**config.mk**
```make
export PLATFORM = sky130hd
export DESIGN_NAME = wwu_watchdog_wakeup
export DESIGN_NICKNAME = d
export VERILOG_FILES = /design/src/design/wwu_pkg.sv /design/src/design/wwu_wdog_counter.sv /design/src/design/wwu_watchdog_wakeup.sv
export VERILOG_INCLUDE_DIRS = /design/src /design/src/design
export SDC_FILE = /design/constraint.sdc
export NUM_CORES = 1
export LEC_CHECK = 0
export ABC_AREA = 1
export BUFFER_PORTS_ARGS = -buffer_cell sky130_fd_sc_hd__buf_4
export CORE_ASPECT_RATIO = 1.4
export CORE_MARGIN = 5
export CORE_UTILIZATION = 50
export DETAILED_ROUTE_END_ITERATION = 8
export MAX_ROUTING_LAYER = met4
export PLACE_DENSITY = 0.75
export SLEW_MARGIN = 20
export SYNTH_ARGS = -nofsm -noshare
export SYNTH_HDL_FRONTEND = slang
export SYNTH_SLANG_ARGS = --single-unit
```
**constraint.sdc**
```tcl
create_clock -name sys_clk -period 4 [get_ports sys_clk]
set_input_delay 0.2 -clock sys_clk [delete_from_list [all_inputs] [get_ports sys_clk]]
set_output_delay 0.2 -clock sys_clk [all_outputs]
set_load 0.01 [all_outputs]
```
**src/design/wwu_regs.svh**
```systemverilog
`ifndef WWU_REGS_SVH
`define WWU_REGS_SVH

// ----------------------------------------
// Register byte offsets
// ----------------------------------------
`define WWU_OFS_WDOG_CTRL 8'h00
`define WWU_OFS_RST_FLAGS 8'h04
`define WWU_OFS_STATUS 8'h08
`define WWU_OFS_WAKE_EN 8'h0C
`define WWU_OFS_POWER_STATE 8'h10

// ----------------------------------------
// Field positions
// ----------------------------------------
`define WWU_CTRL_KEY_LSB 3
`define WWU_CTRL_KEY_MSB 7
`define WWU_CTRL_PER_LSB 0
`define WWU_CTRL_PER_MSB 2
`define WWU_FLAG_WDOG_KEY_BIT 0
`define WWU_STAT_TIMEOUT_BIT 0
`define WWU_STAT_POWER_DOWN_BIT 1

// ----------------------------------------
// Reset values and key codes
// ----------------------------------------
`define WWU_CTRL_RESET 8'h53
`define WWU_KEY_DISABLE 5'h15
`define WWU_KEY_ENABLE 5'h0A
`define WWU_WAKE_EN_RESET 8'h00

// ----------------------------------------
// Timing
// ----------------------------------------
`define WWU_CLK_PERIOD_NS 8
`define WWU_SRESET_DELAY_NS 1000
`define WWU_SRESET_CYCLES \
    ((`WWU_SRESET_DELAY_NS + `WWU_CLK_PERIOD_NS - 1) / `WWU_CLK_PERIOD_NS)

`endif

```
**src/design/wwu_pkg.sv**
```systemverilog
package wwu_pkg;

    typedef enum logic [1:0] {
        WWU_RUN,
        WWU_HALTED,
        WWU_OSC_WAIT
    } wwu_state_e;

    typedef logic [7:0] wwu_reg_t;

    // Division ratio of the slow RC clock per period code
    function automatic logic [18:0] wwuPeriodRatio(input logic [2:0] sel);
        case (sel)
            3'h0: wwuPeriodRatio = 19'h00100;
            3'h1: wwuPeriodRatio = 19'h00400;
            3'h2: wwuPeriodRatio = 19'h01000;
            3'h3: wwuPeriodRatio = 19'h04000;
            3'h4: wwuPeriodRatio = 19'h08000;
            3'h5: wwuPeriodRatio = 19'h10000;
            3'h6: wwuPeriodRatio = 19'h20000;
            default: wwuPeriodRatio = 19'h40000;
        endcase
    endfunction

endpackage

```
**src/design/wwu_wdog_counter.sv**
```systemverilog
`timescale 1ns/10ps
module wwu_wdog_counter (
    input wire logic sys_clk,
    input wire logic sys_rst,
    input wire logic slowRcTick,
    input wire logic clear,
    input wire logic enable,
    input wire logic [2:0] periodSel,
    output logic timeoutPulse
);
    import wwu_pkg::*;

    logic [18:0] count_q;
    logic [18:0] countInc;

    assign countInc = count_q + 19'h00001;

    // ----------------------------------------
    // Counter on slow RC ticks
    // ----------------------------------------
    always_ff @(posedge sys_clk) begin
        if (sys_rst) begin
            count_q <= 19'h00000;
            timeoutPulse <= 1'b0;
        end else begin
            timeoutPulse <= 1'b0;
            if (clear || !enable) begin
                count_q <= 19'h00000;
            end else if (slowRcTick) begin
                if (countInc >= wwuPeriodRatio(periodSel)) begin
                    count_q <= 19'h00000;
                    timeoutPulse <= 1'b1;
                end else begin
                    count_q <= countInc;
                end
            end
        end
    end
endmodule // wwu_wdog_counter

```
**src/design/wwu_watchdog_wakeup.sv**
```systemverilog
// Decided for this implementation: the address map and register access over APB.
`timescale 1ns/10ps
`include "wwu_regs.svh"
// Overview of operation
// Watchdog counts slow RC ticks, timeout after power-of-two 2^8..2^18.
// Period codes 0..7 pick 2^8,10,12,14,15,16,17,18 ticks.
// Key 10101B disables, 01010B enables the watchdog.
// Any other key resets the device after the software-reset delay.
// Invalid key reset sets flag bit 0; only writing zero clears it.
// Control powers up as key 01010B, period 011.
// Timeout while running resets device and sets timeout flag.
// Timeout while halted sets timeout flag, resets only PC and SP.
// Invalid key, clear instruction, halt or reset pin low clear count.
// Port A fall, reset pin, interrupt or overflow wake the device.
// Reset pin wake gives full reset; overflow wake gives watchdog reset.
// Power-down flag cleared by power-up or clear, set by halt.
// Timeout wake sets timeout flag and resets only PC and SP.
// Per-pin Port A wake enables; such wake resumes after halt.
// Disabled interrupt or full stack: resume after halt, stays pending.
// Enabled interrupt with free stack: normal interrupt response.
// Interrupt already pending at halt cannot wake the device.
// Wake into fast mode runs only once fast oscillator is stable.
// Slow crystal has its own start-up; execution does not wait.
// Halt sets power-down, clears timeout flag and the watchdog.
// Counter counts from zero, times out at selected ratio.
module wwu_watchdog_wakeup #(
    parameter int NUM_IRQ = 8,
    parameter int PORTA_W = 8
) (
    input wire logic sys_clk,
    input wire logic sys_rst,
    input wire logic psel,
    input wire logic penable,
    input wire logic pwrite,
    input wire logic [7:0] paddr,
    input wire logic [31:0] pwdata,
    output logic [31:0] prdata,
    output logic pready,
    output logic pslverr,
    input wire logic slowRcTick,
    input wire logic clearWatchdogInstr,
    input wire logic haltInstr,
    input wire logic wakeToFast,
    input wire logic fastClockStable,
    input wire logic externalResetPinN,
    input wire logic resetPinSelect,
    input wire logic [PORTA_W-1:0] portAIn,
    input wire logic [NUM_IRQ-1:0] irqRequest,
    input wire logic [NUM_IRQ-1:0] irqEnable,
    input wire logic stackFull,
    output logic deviceReset,
    output logic pcSpReset,
    output logic fullReset,
    output logic resumeAfterHalt,
    output logic irqAccept,
    output logic [NUM_IRQ-1:0] irqWakeSource,
    output logic cpuRun
);
    import wwu_pkg::*;

    localparam int SRESET_CYCLES = `WWU_SRESET_CYCLES;

    // ----------------------------------------
    // Declarations
    // ----------------------------------------
    wwu_state_e state_q;
    wwu_reg_t wdogCtrl_q;
    logic [PORTA_W-1:0] wakeEnable_q;
    logic wdogKeyResetFlag_q;
    logic timeoutFlag_q;
    logic powerDownFlag_q;
    logic [PORTA_W-1:0] portAPrev_q;
    logic [NUM_IRQ-1:0] irqArmed_q;
    logic keyResetPending_q;
    logic [15:0] keyDelayCnt_q;
    logic pendResume_q;
    logic pendIrq_q;
    logic [NUM_IRQ-1:0] pendIrqSrc_q;
    logic wdogTimeout;
    logic wdogClear;
    logic [4:0] enableKey;
    logic [2:0] periodSel;
    logic keyValid;
    logic wdogEnabled;
    logic apbSetup;
    logic apbWrite;
    logic apbRead;
    logic ctrlWrite;
    logic flagWrite;
    logic wakeWrite;
    logic resetPinLow;
    logic [PORTA_W-1:0] portAFall;
    logic [NUM_IRQ-1:0] irqNew;
    logic keyResetFire;
    logic halted;
    wwu_reg_t rdData;
    logic rdHit;

    assign enableKey = wdogCtrl_q[`WWU_CTRL_KEY_MSB:`WWU_CTRL_KEY_LSB];
    assign periodSel = wdogCtrl_q[`WWU_CTRL_PER_MSB:`WWU_CTRL_PER_LSB];
    assign keyValid = (enableKey == `WWU_KEY_ENABLE) ||
                      (enableKey == `WWU_KEY_DISABLE);
    assign wdogEnabled = (enableKey == `WWU_KEY_ENABLE);
    assign halted = (state_q != WWU_RUN);

    // ----------------------------------------
    // APB decode
    // ----------------------------------------
    assign apbSetup = psel && !penable;
    assign apbWrite = psel && penable && pready && pwrite;
    assign apbRead = apbSetup && !pwrite;
    assign ctrlWrite = apbWrite && (paddr == `WWU_OFS_WDOG_CTRL);
    assign flagWrite = apbWrite && (paddr == `WWU_OFS_RST_FLAGS);
    assign wakeWrite = apbWrite && (paddr == `WWU_OFS_WAKE_EN);

    // ----------------------------------------
    // Read data mux
    // ----------------------------------------
    always_comb begin
        rdData = 8'h00;
        rdHit = 1'b1;
        case (paddr)
            `WWU_OFS_WDOG_CTRL: rdData = wdogCtrl_q;
            `WWU_OFS_RST_FLAGS: rdData = {7'h00, wdogKeyResetFlag_q};
            `WWU_OFS_STATUS: rdData = {6'h00, powerDownFlag_q, timeoutFlag_q};
            `WWU_OFS_WAKE_EN: rdData = 8'(wakeEnable_q);
            `WWU_OFS_POWER_STATE: rdData = {6'h00, pendIrq_q, halted};
            default: rdHit = 1'b0;
        endcase
    end

    always_ff @(posedge sys_clk) begin
        if (sys_rst) begin
            pready <= 1'b0;
            pslverr <= 1'b0;
            prdata <= 32'h00000000;
        end else begin
            pready <= apbSetup;
            pslverr <= apbSetup && !rdHit;
            if (apbRead) begin
                prdata <= {24'h000000, rdData};
            end
        end
    end

    // ----------------------------------------
    // Control register
    // ----------------------------------------
    always_ff @(posedge sys_clk) begin
        if (sys_rst) begin
            wdogCtrl_q <= `WWU_CTRL_RESET;
        end else if (ctrlWrite) begin
            wdogCtrl_q <= pwdata[7:0];
        end
    end

    // ----------------------------------------
    // Port A wake enables
    // ----------------------------------------
    always_ff @(posedge sys_clk) begin
        if (sys_rst) begin
            wakeEnable_q <= PORTA_W'(`WWU_WAKE_EN_RESET);
        end else if (wakeWrite) begin
            wakeEnable_q <= pwdata[PORTA_W-1:0];
        end
    end

    // ----------------------------------------
    // Invalid key delayed reset
    // ----------------------------------------
    assign keyResetFire = keyResetPending_q &&
                          (keyDelayCnt_q == 16'(SRESET_CYCLES - 1));

    always_ff @(posedge sys_clk) begin
        if (sys_rst) begin
            keyResetPending_q <= 1'b0;
            keyDelayCnt_q <= 16'h0000;
        end else if (keyResetFire) begin
            keyResetPending_q <= 1'b0;
            keyDelayCnt_q <= 16'h0000;
        end else if (keyResetPending_q) begin
            keyDelayCnt_q <= keyDelayCnt_q + 16'h0001;
        end else if (ctrlWrite) begin
            keyResetPending_q <= !((pwdata[7:3] == `WWU_KEY_ENABLE) ||
                                   (pwdata[7:3] == `WWU_KEY_DISABLE));
            keyDelayCnt_q <= 16'h0000;
        end
    end

    always_ff @(posedge sys_clk) begin
        if (sys_rst) begin
            wdogKeyResetFlag_q <= 1'b0;
        end else if (keyResetFire) begin
            wdogKeyResetFlag_q <= 1'b1;
        end else if (flagWrite && !pwdata[`WWU_FLAG_WDOG_KEY_BIT]) begin
            wdogKeyResetFlag_q <= 1'b0;
        end
    end

    // ----------------------------------------
    // Watchdog counter
    // ----------------------------------------
    assign resetPinLow = resetPinSelect && !externalResetPinN;
    assign wdogClear = (ctrlWrite && !((pwdata[7:3] == `WWU_KEY_ENABLE) ||
                        (pwdata[7:3] == `WWU_KEY_DISABLE))) ||
                       clearWatchdogInstr || haltInstr ||
                       resetPinLow;

    wwu_wdog_counter u_counter (
        .sys_clk(sys_clk),
        .sys_rst(sys_rst),
        .slowRcTick(slowRcTick),
        .clear(wdogClear),
        .enable(wdogEnabled && keyValid),
        .periodSel(periodSel),
        .timeoutPulse(wdogTimeout)
    );

    // ----------------------------------------
    // Status flags
    // ----------------------------------------
    always_ff @(posedge sys_clk) begin
        if (sys_rst) begin
            timeoutFlag_q <= 1'b0;
        end else if (wdogTimeout) begin
            timeoutFlag_q <= 1'b1;
        end else if (haltInstr && !halted) begin
            timeoutFlag_q <= 1'b0;
        end
    end

    always_ff @(posedge sys_clk) begin
        if (sys_rst) begin
            powerDownFlag_q <= 1'b0;
        end else if (haltInstr && !halted) begin
            powerDownFlag_q <= 1'b1;
        end else if (clearWatchdogInstr) begin
            powerDownFlag_q <= 1'b0;
        end
    end

    // ----------------------------------------
    // Wake sources
    // ----------------------------------------
    always_ff @(posedge sys_clk) begin
        if (sys_rst) begin
            portAPrev_q <= '0;
        end else begin
            portAPrev_q <= portAIn;
        end
    end

    assign portAFall = portAPrev_q & ~portAIn & wakeEnable_q;
    assign irqNew = irqRequest & irqArmed_q;

    always_ff @(posedge sys_clk) begin
        if (sys_rst) begin
            irqArmed_q <= '0;
        end else if (haltInstr && !halted) begin
            irqArmed_q <= ~irqRequest;
        end
    end

    // ----------------------------------------
    // Halt and wake sequencing
    // ----------------------------------------
    always_ff @(posedge sys_clk) begin
        if (sys_rst) begin
            state_q <= WWU_RUN;
            pendResume_q <= 1'b0;
            pendIrq_q <= 1'b0;
            pendIrqSrc_q <= '0;
            deviceReset <= 1'b0;
            pcSpReset <= 1'b0;
            fullReset <= 1'b0;
            resumeAfterHalt <= 1'b0;
            irqAccept <= 1'b0;
            irqWakeSource <= '0;
            cpuRun <= 1'b1;
        end else begin
            deviceReset <= keyResetFire;
            pcSpReset <= 1'b0;
            fullReset <= 1'b0;
            resumeAfterHalt <= 1'b0;
            irqAccept <= 1'b0;
            case (state_q)
                WWU_RUN: begin
                    cpuRun <= 1'b1;
                    if (wdogTimeout) begin
                        deviceReset <= 1'b1;
                    end else if (haltInstr) begin
                        state_q <= WWU_HALTED;
                        cpuRun <= 1'b0;
                    end
                end
                WWU_HALTED: begin
                    if (resetPinLow) begin
                        fullReset <= 1'b1;
                        state_q <= WWU_OSC_WAIT;
                        pendResume_q <= 1'b0;
                        pendIrq_q <= 1'b0;
                    end else if (wdogTimeout) begin
                        pcSpReset <= 1'b1;
                        state_q <= WWU_OSC_WAIT;
                        pendResume_q <= 1'b0;
                        pendIrq_q <= 1'b0;
                    end else if (|irqNew) begin
                        state_q <= WWU_OSC_WAIT;
                        irqWakeSource <= irqNew;
                        pendIrqSrc_q <= irqNew;
                        if (|(irqNew & irqEnable) && !stackFull) begin
                            pendIrq_q <= 1'b1;
                            pendResume_q <= 1'b0;
                        end else begin
                            pendIrq_q <= 1'b0;
                            pendResume_q <= 1'b1;
                        end
                    end else if (|portAFall) begin
                        state_q <= WWU_OSC_WAIT;
                        pendResume_q <= 1'b1;
                        pendIrq_q <= 1'b0;
                    end
                end
                WWU_OSC_WAIT: begin
                    // Slow crystal readiness is not awaited
                    if (!wakeToFast || fastClockStable) begin
                        state_q <= WWU_RUN;
                        cpuRun <= 1'b1;
                        resumeAfterHalt <= pendResume_q;
                        irqAccept <= pendIrq_q;
                        pendResume_q <= 1'b0;
                        pendIrq_q <= 1'b0;
                    end
                end
                default: begin
                    state_q <= WWU_RUN;
                    cpuRun <= 1'b1;
                end
            endcase
        end
    end
endmodule // wwu_watchdog_wakeup

```
==> Word-level counts from Yosys, hierarchy flattened <==
Index checks and enable logic that the tools add are counted.
{ "word_totals": {"input_bits": 77, "ff_bits": 100} }
{ "classes": {"n_eq_ne": 21, "n_reduce_logical": 56, "order_cmp": 1, "bitwise_logic": 12, "add_sub_neg": 2, "muxes": 47} }
{ "ops": {"columns": ["cell", "n"], "rows": [
  ["19-bit case mux with 7 select lines", 1],
  ["19-bit 2-to-1 mux", 4],
  ["8-bit case mux with 5 select lines", 1],
  ["8-bit AND", 4],
  ["16-bit 2-to-1 mux", 2],
  ["1-bit 2-to-1 mux", 28],
  ["8-bit OR reduction", 3],
  ["19-bit by 1-bit adder with 19-bit output (second input constant)", 1],
  ["19-bit greater-or-equal comparator", 1],
  ["16-bit by 1-bit adder with 16-bit output (second input constant)", 1],
  ["16-bit by 7-bit == test with 1-bit output (second input constant)", 1],
  ["8-bit by 4-bit == test with 1-bit output (second input constant)", 2],
  ["1-bit logical AND", 16],
  ["8-bit inverter", 2],
  ["2-bit 2-to-1 mux", 7],
  ["2-bit nonzero test", 6],
  ["5-bit by 4-bit == test with 1-bit output (second input constant)", 2],
  ["5-bit == test (second input constant)", 2],
  ["1-bit zero test", 10],
  ["3-bit == test (second input constant)", 3],
  ["3-bit OR reduction", 3],
  ["8-bit by 3-bit == test with 1-bit output (second input constant)", 1],
  ["8-bit by 5-bit == test with 1-bit output (second input constant)", 1],
  ["8-bit zero test", 1],
  ["other kinds (18)", 36]
]} }

==> Depth between registers and ports, before layout <==
{ "logic_depth": {"word_depth": 13, "mapped_depth": 21, "mapped_depth_nobuf": 19} }

==> Modules after synthesis <==
From an unflattened synthesis, not the netlist that was laid out.
{ "unflattened": {"hier_cells": 760, "hier_area_um2": 5376.4} }
{ "by_module_without_submodules": {"columns": ["module", "seq_area_each_um2", "cells_each", "instances", "area_per_inst_um2"], "rows": [
  ["wwu_watchdog_wakeup", 1601.5, 526, 1, 3788.6],
  ["wwu_wdog_counter", 400.4, 234, 1, 1587.8]
]} }

==> Worst setup path before layout <==
Ideal clock, no wire load.
{ "synth_timing": {"kind": "reg2reg", "from": "reg u_counter.count_q[0]", "to": "reg u_counter.count_q[13]", "required_ps": 3883, "arrival_time_ps": 2573, "setup_ps": 117, "period_less_slack_ps": 2690, "stages_incl_launch_ff": 20, "path_slack_ps": 1310, "cell_sequence": "dfxtp_1 -> ha_1 -> nand3_1 -> nor2_1 -> nand3_1 -> nor2_2 -> nand2_1 -> nor4_1 -> nor2_1 -> ha_1 -> nand3_1 -> nor2_1 -> nand3_1 -> nor2_1 -> nand2_1 -> nand4_1 -> nand2_2 -> nand2_4 -> buf_6 -> nor2_1"} }
{ "synth_via": {"elab_chain_len": 3} }
{ "synth_rtl": {"columns": ["element", "line_no", "source"], "rows": [
  ["start, declared", "wwu_wdog_counter.sv:13", "logic [18:0] count_q;"],
  ["start signal, assigned", "wwu_wdog_counter.sv:34", "count_q <= countInc;"],
  ["19-bit by 1-bit adder with 19-bit output *", "wwu_wdog_counter.sv:16", "assign countInc = count_q + 19'h00001;"],
  ["19-bit greater-or-equal comparator", "wwu_wdog_counter.sv:30", "if (countInc >= wwuPeriodRatio(periodSel)) begin"],
  ["19-bit 2-to-1 mux *", "wwu_wdog_counter.sv:30", null]
]} }
Mark *: on every way between the ends. The rest lies on a longest branch, timed or not.
A chain may end at the register's enable or synchronous reset.

==> Worst setup path after layout <==
{ "layout_timing": {"from": "reg u_counter.count_q[0]", "to": "reg u_counter.count_q[9]"} }
The elaborated chain is that of the path after synthesis.

==> qor.yml <==
status: "completed"
grt-ovfl-total: 0
core_area_mm2: 0.0100
path_cells: "ha_1 -> nand3_1 -> nor2_1 -> nand3_1 -> nor2_2 -> nand2_1 -> nor4_1 -> nor2_1 -> ha_1 -> nand3_1 -> nor2_1 -> nand3_1 -> nor2_1 -> nand2_1 -> nand4_1 -> nand2_2 -> nand2_4 -> nor2_1"
leakagePower_nw: 2.62
io_pins: 125
muxShareOfSynthArea_pct: 0.195
finalCritPeriodShare_pct: 78.7
whs_ps: 37.9
p_comb_share_pct: 17.3
p_sw_mw: 0.705
fin_tns_setup_ps: 0
cts_resized: 0
fmax_ghz: 0.318
htreeDepth: 3
seq_power_share_pct: 44.4
synth-edff-count: 0
core.rowCount: 43
synth-compound-area-share_pct: 15.0
synth-seq-area-share_pct: 38.9
hp-class: "primary input to flip-flop"
synthSimpleGateAreaFrac_pct: 28.3
portBuffers: 76
clock-root-buffer: "clkbuf_16"
intPower_mw: 1.82
synthesis.instances: 734
holdBufCountCts: 0
cpLargestDelayFamily: "simple AND/OR/NAND/NOR gates"
wl_per_cell_um: 13.4
crit_arrival_ps: 3380
power.density_mw_per_mm2: 418
grt_max_degree: 37
maxSlewViolCount: 0
peakVddDrop_mv: 0.303
wl_um: 12600
relSlewSlack_pct: 66.1
numPlacedInstances: 928
grt_pass1_wl_um: 20400
dp_hpwl_um: 9610
postSynthAreaPerCell_um2: 7.01
path_clk_slew_ps: 70
grt_pass1_vias: 4735
critPathKind: "flip-flop to flip-flop"
synth-xor-area-share_pct: 1.53
min-delay-start: "irqRequest[4]"
ys_warn_count: 0
crit_path_end_kind: "flip-flop"
cp-startpoint: "u_counter.count_q[0]$_SDFFE_PP0P_"
ys_types: 42
first_pass_iters: 4
gp_congestion: 0.863
switching_share_pct: 27.9
worst-path-buf-inv: 0
area_growth_pct: 17.5
clkPwrFrac_pct: 38.2
die_y_um: 130
synth_fa_ha_area_share_pct: 3.89
initial_core_util_pct: 51.4
synth-seq-cells: 100
grt_setup_unrepaired: "no"
tritoncts: "yes"
clock_skew_ps: 8.39
die_w_um: 95.7
viasPerCell: 5.22
critPathRequiredTime_ps: 4230
worst_pin_slew_ps: 507
dieArea_mm2: 0.0125
cap_violations: 0
antenna_found_initial: 0
drt_iter0_markers: 210
cpPeakStageDelay_ps: 410
timing.final.hold_violations: 0
synth_top_family_by_area: "simple AND/OR/NAND/NOR gates"
insertion_delay_ps: 350
path_max_fanout: 19
post-cts-setup-buffer-count: 0
drc_errors: 0
synth_ff_type: "dfxtp_1"
drive_above_1_share_pct: 13.7
antennaDiodeCount: 0
via_count: 4931
drtAntennaViolNets: 0
setup_viol: 0
async_flop_share_pct: 0
min_period_ps: 3150
power_mw: 2.53
path_common_cell: "nor2_1"
stdcell_count: 944
track_usage_pct: 21.1
rr_startpoint: "u_counter.count_q[0]$_SDFFE_PP0P_"
numCtsBuffers: 9
num-nets-final: 897
ctsLongestPathBuffers: 2
crit_slowest_cell: "dfxtp_1"
cts_sinks: 100
netlist_area_mm2: 0.00515
cp-start-kind: "flip-flop"
-- synthesized netlist by cell type (4+ instances only) --
| library cell | number | share of area [%] |
|---|---|---|
| nor3_1 | 14 | 1.4 |
| nor2_4 | 4 | 0.88 |
| clkbuf_1 | 10 | 0.73 |
| o21ai_0 | 53 | 5.2 |
| nand2_1 | 142 | 10 |
| xor2_1 | 7 | 1.2 |
| a21oi_1 | 57 | 5.5 |
| buf_4 | 25 | 3.6 |
| nand4_1 | 14 | 1.7 |
| nand3_1 | 47 | 4.6 |
| ha_1 | 16 | 3.9 |
| nor2_2 | 4 | 0.49 |
| o22ai_1 | 6 | 0.73 |
| a211oi_1 | 6 | 0.88 |
| nor4_1 | 4 | 0.49 |
| nand2_2 | 5 | 0.61 |
| dfxtp_1 | 100 | 39 |
| nor2_1 | 90 | 6.6 |
| inv_1 | 91 | 6.6 |
| o211ai_1 | 4 | 0.58 |
-- worst paths after layout --
kind / cells after the start / slack [ps] / end
worst max-delay path: 18 / 850 / u_counter.count_q[9]$_SDFFE_PP0P_
worst min-delay path: 2 / 40 / irqArmed_q[4]$_SDFFE_PP0P_
worst max register to register: 18 / 850 / u_counter.count_q[9]$_SDFFE_PP0P_
worst min register to register: 2 / 450 / resumeAfterHalt$_SDFF_PP0_
-- sequential cells by signal, summed over array words and instances (netlist names), 2 cells and up --
register and cells:
irqWakeSource 8, state_q 2, wdogCtrl_q 8, portAPrev_q 8, keyDelayCnt_q 16, prdata 8, wakeEnable_q 8, u_counter.count_q 19
irqArmed_q 8
-- cells in the final DEF (no fill, tap or decap), types with 5 or more instances in the layout --
cell type,instances
xor2_1,7
a211oi_1,6
o22ai_1,6
nand4_1,14
conb_1,24
dfxtp_1,100
nand2_2,5
nor3_1,14
nor2_1,90
nand3_1,47
inv_1,91
buf_4,77
o21ai_0,53
nand2_1,142
ha_1,16
clkbuf_16,9
a21oi_1,57
-- logic make-up after synthesis --
logic type,count (synthesis)
AO/OA/AOI/OAI,140
XOR/XNOR,9
adder cells (fa/ha/maj),16
buffers and inverters,136
flip-flops,100
multiplexers,1
other,1
AND/OR/NAND/NOR,331
-- stage by stage --
stage                     worst slack [ps]  cell area [um^2]  util (%)
after floorplan                       1310              5230         -
after global placement                 944              5720      57.1
after detailed placement               881              5720      57.1
after CTS                              859              6050      60.4
after global routing                   458              6050      60.4
final                                  853              6050      60.4
-- routing by layer --
layer	vias to the layer above	track usage, %	wire [um]
met2	169	36.9	6550
met5	-	-	0
met1	2251	23.1	4940
met4	0	9.80	378
li1	2485	-	-
met3	26	3.63	760
-- worst reg2reg max path: stages (launching register included) --
cell and delay (ps):
dfxtp_1 410, ha_1 310, nand3_1 180, nor2_1 170, nand3_1 130, nor2_2 150, nand2_1 120, nor4_1 180
nor2_1 90, ha_1 320, nand3_1 100, nor2_1 90, nand3_1 80, nor2_1 120, nand2_1 60, nand4_1 120
nand2_2 90, nand2_4 220, nor2_1 70
-- cell type report --
| type | count | area [um^2] |
|---|---|---|
| repair buffers | 77 | 578 |
| well taps | 135 | 169 |
| inverters | 95 | 357 |
| flip-flops and latches | 100 | 2000 |
| fillers | 939 | 3960 |
| clock inverters | 5 | 88.8 |
| multi-input cells | 521 | 2610 |
| clock buffers | 11 | 243 |
-- power by group through the flow --
stage	Sequential, mW	Clock [mW]	Combinational (mW)
floorplan	1.15	0	0.277
CTS	1.12	0.977	0.438
global route	1.13	1.02	0.490
finish	1.12	0.966	0.438
detailed placement	1.14	0	0.430
global placement	1.14	0	0.414
No activity file was read; power rests on OpenSTA's default activity.
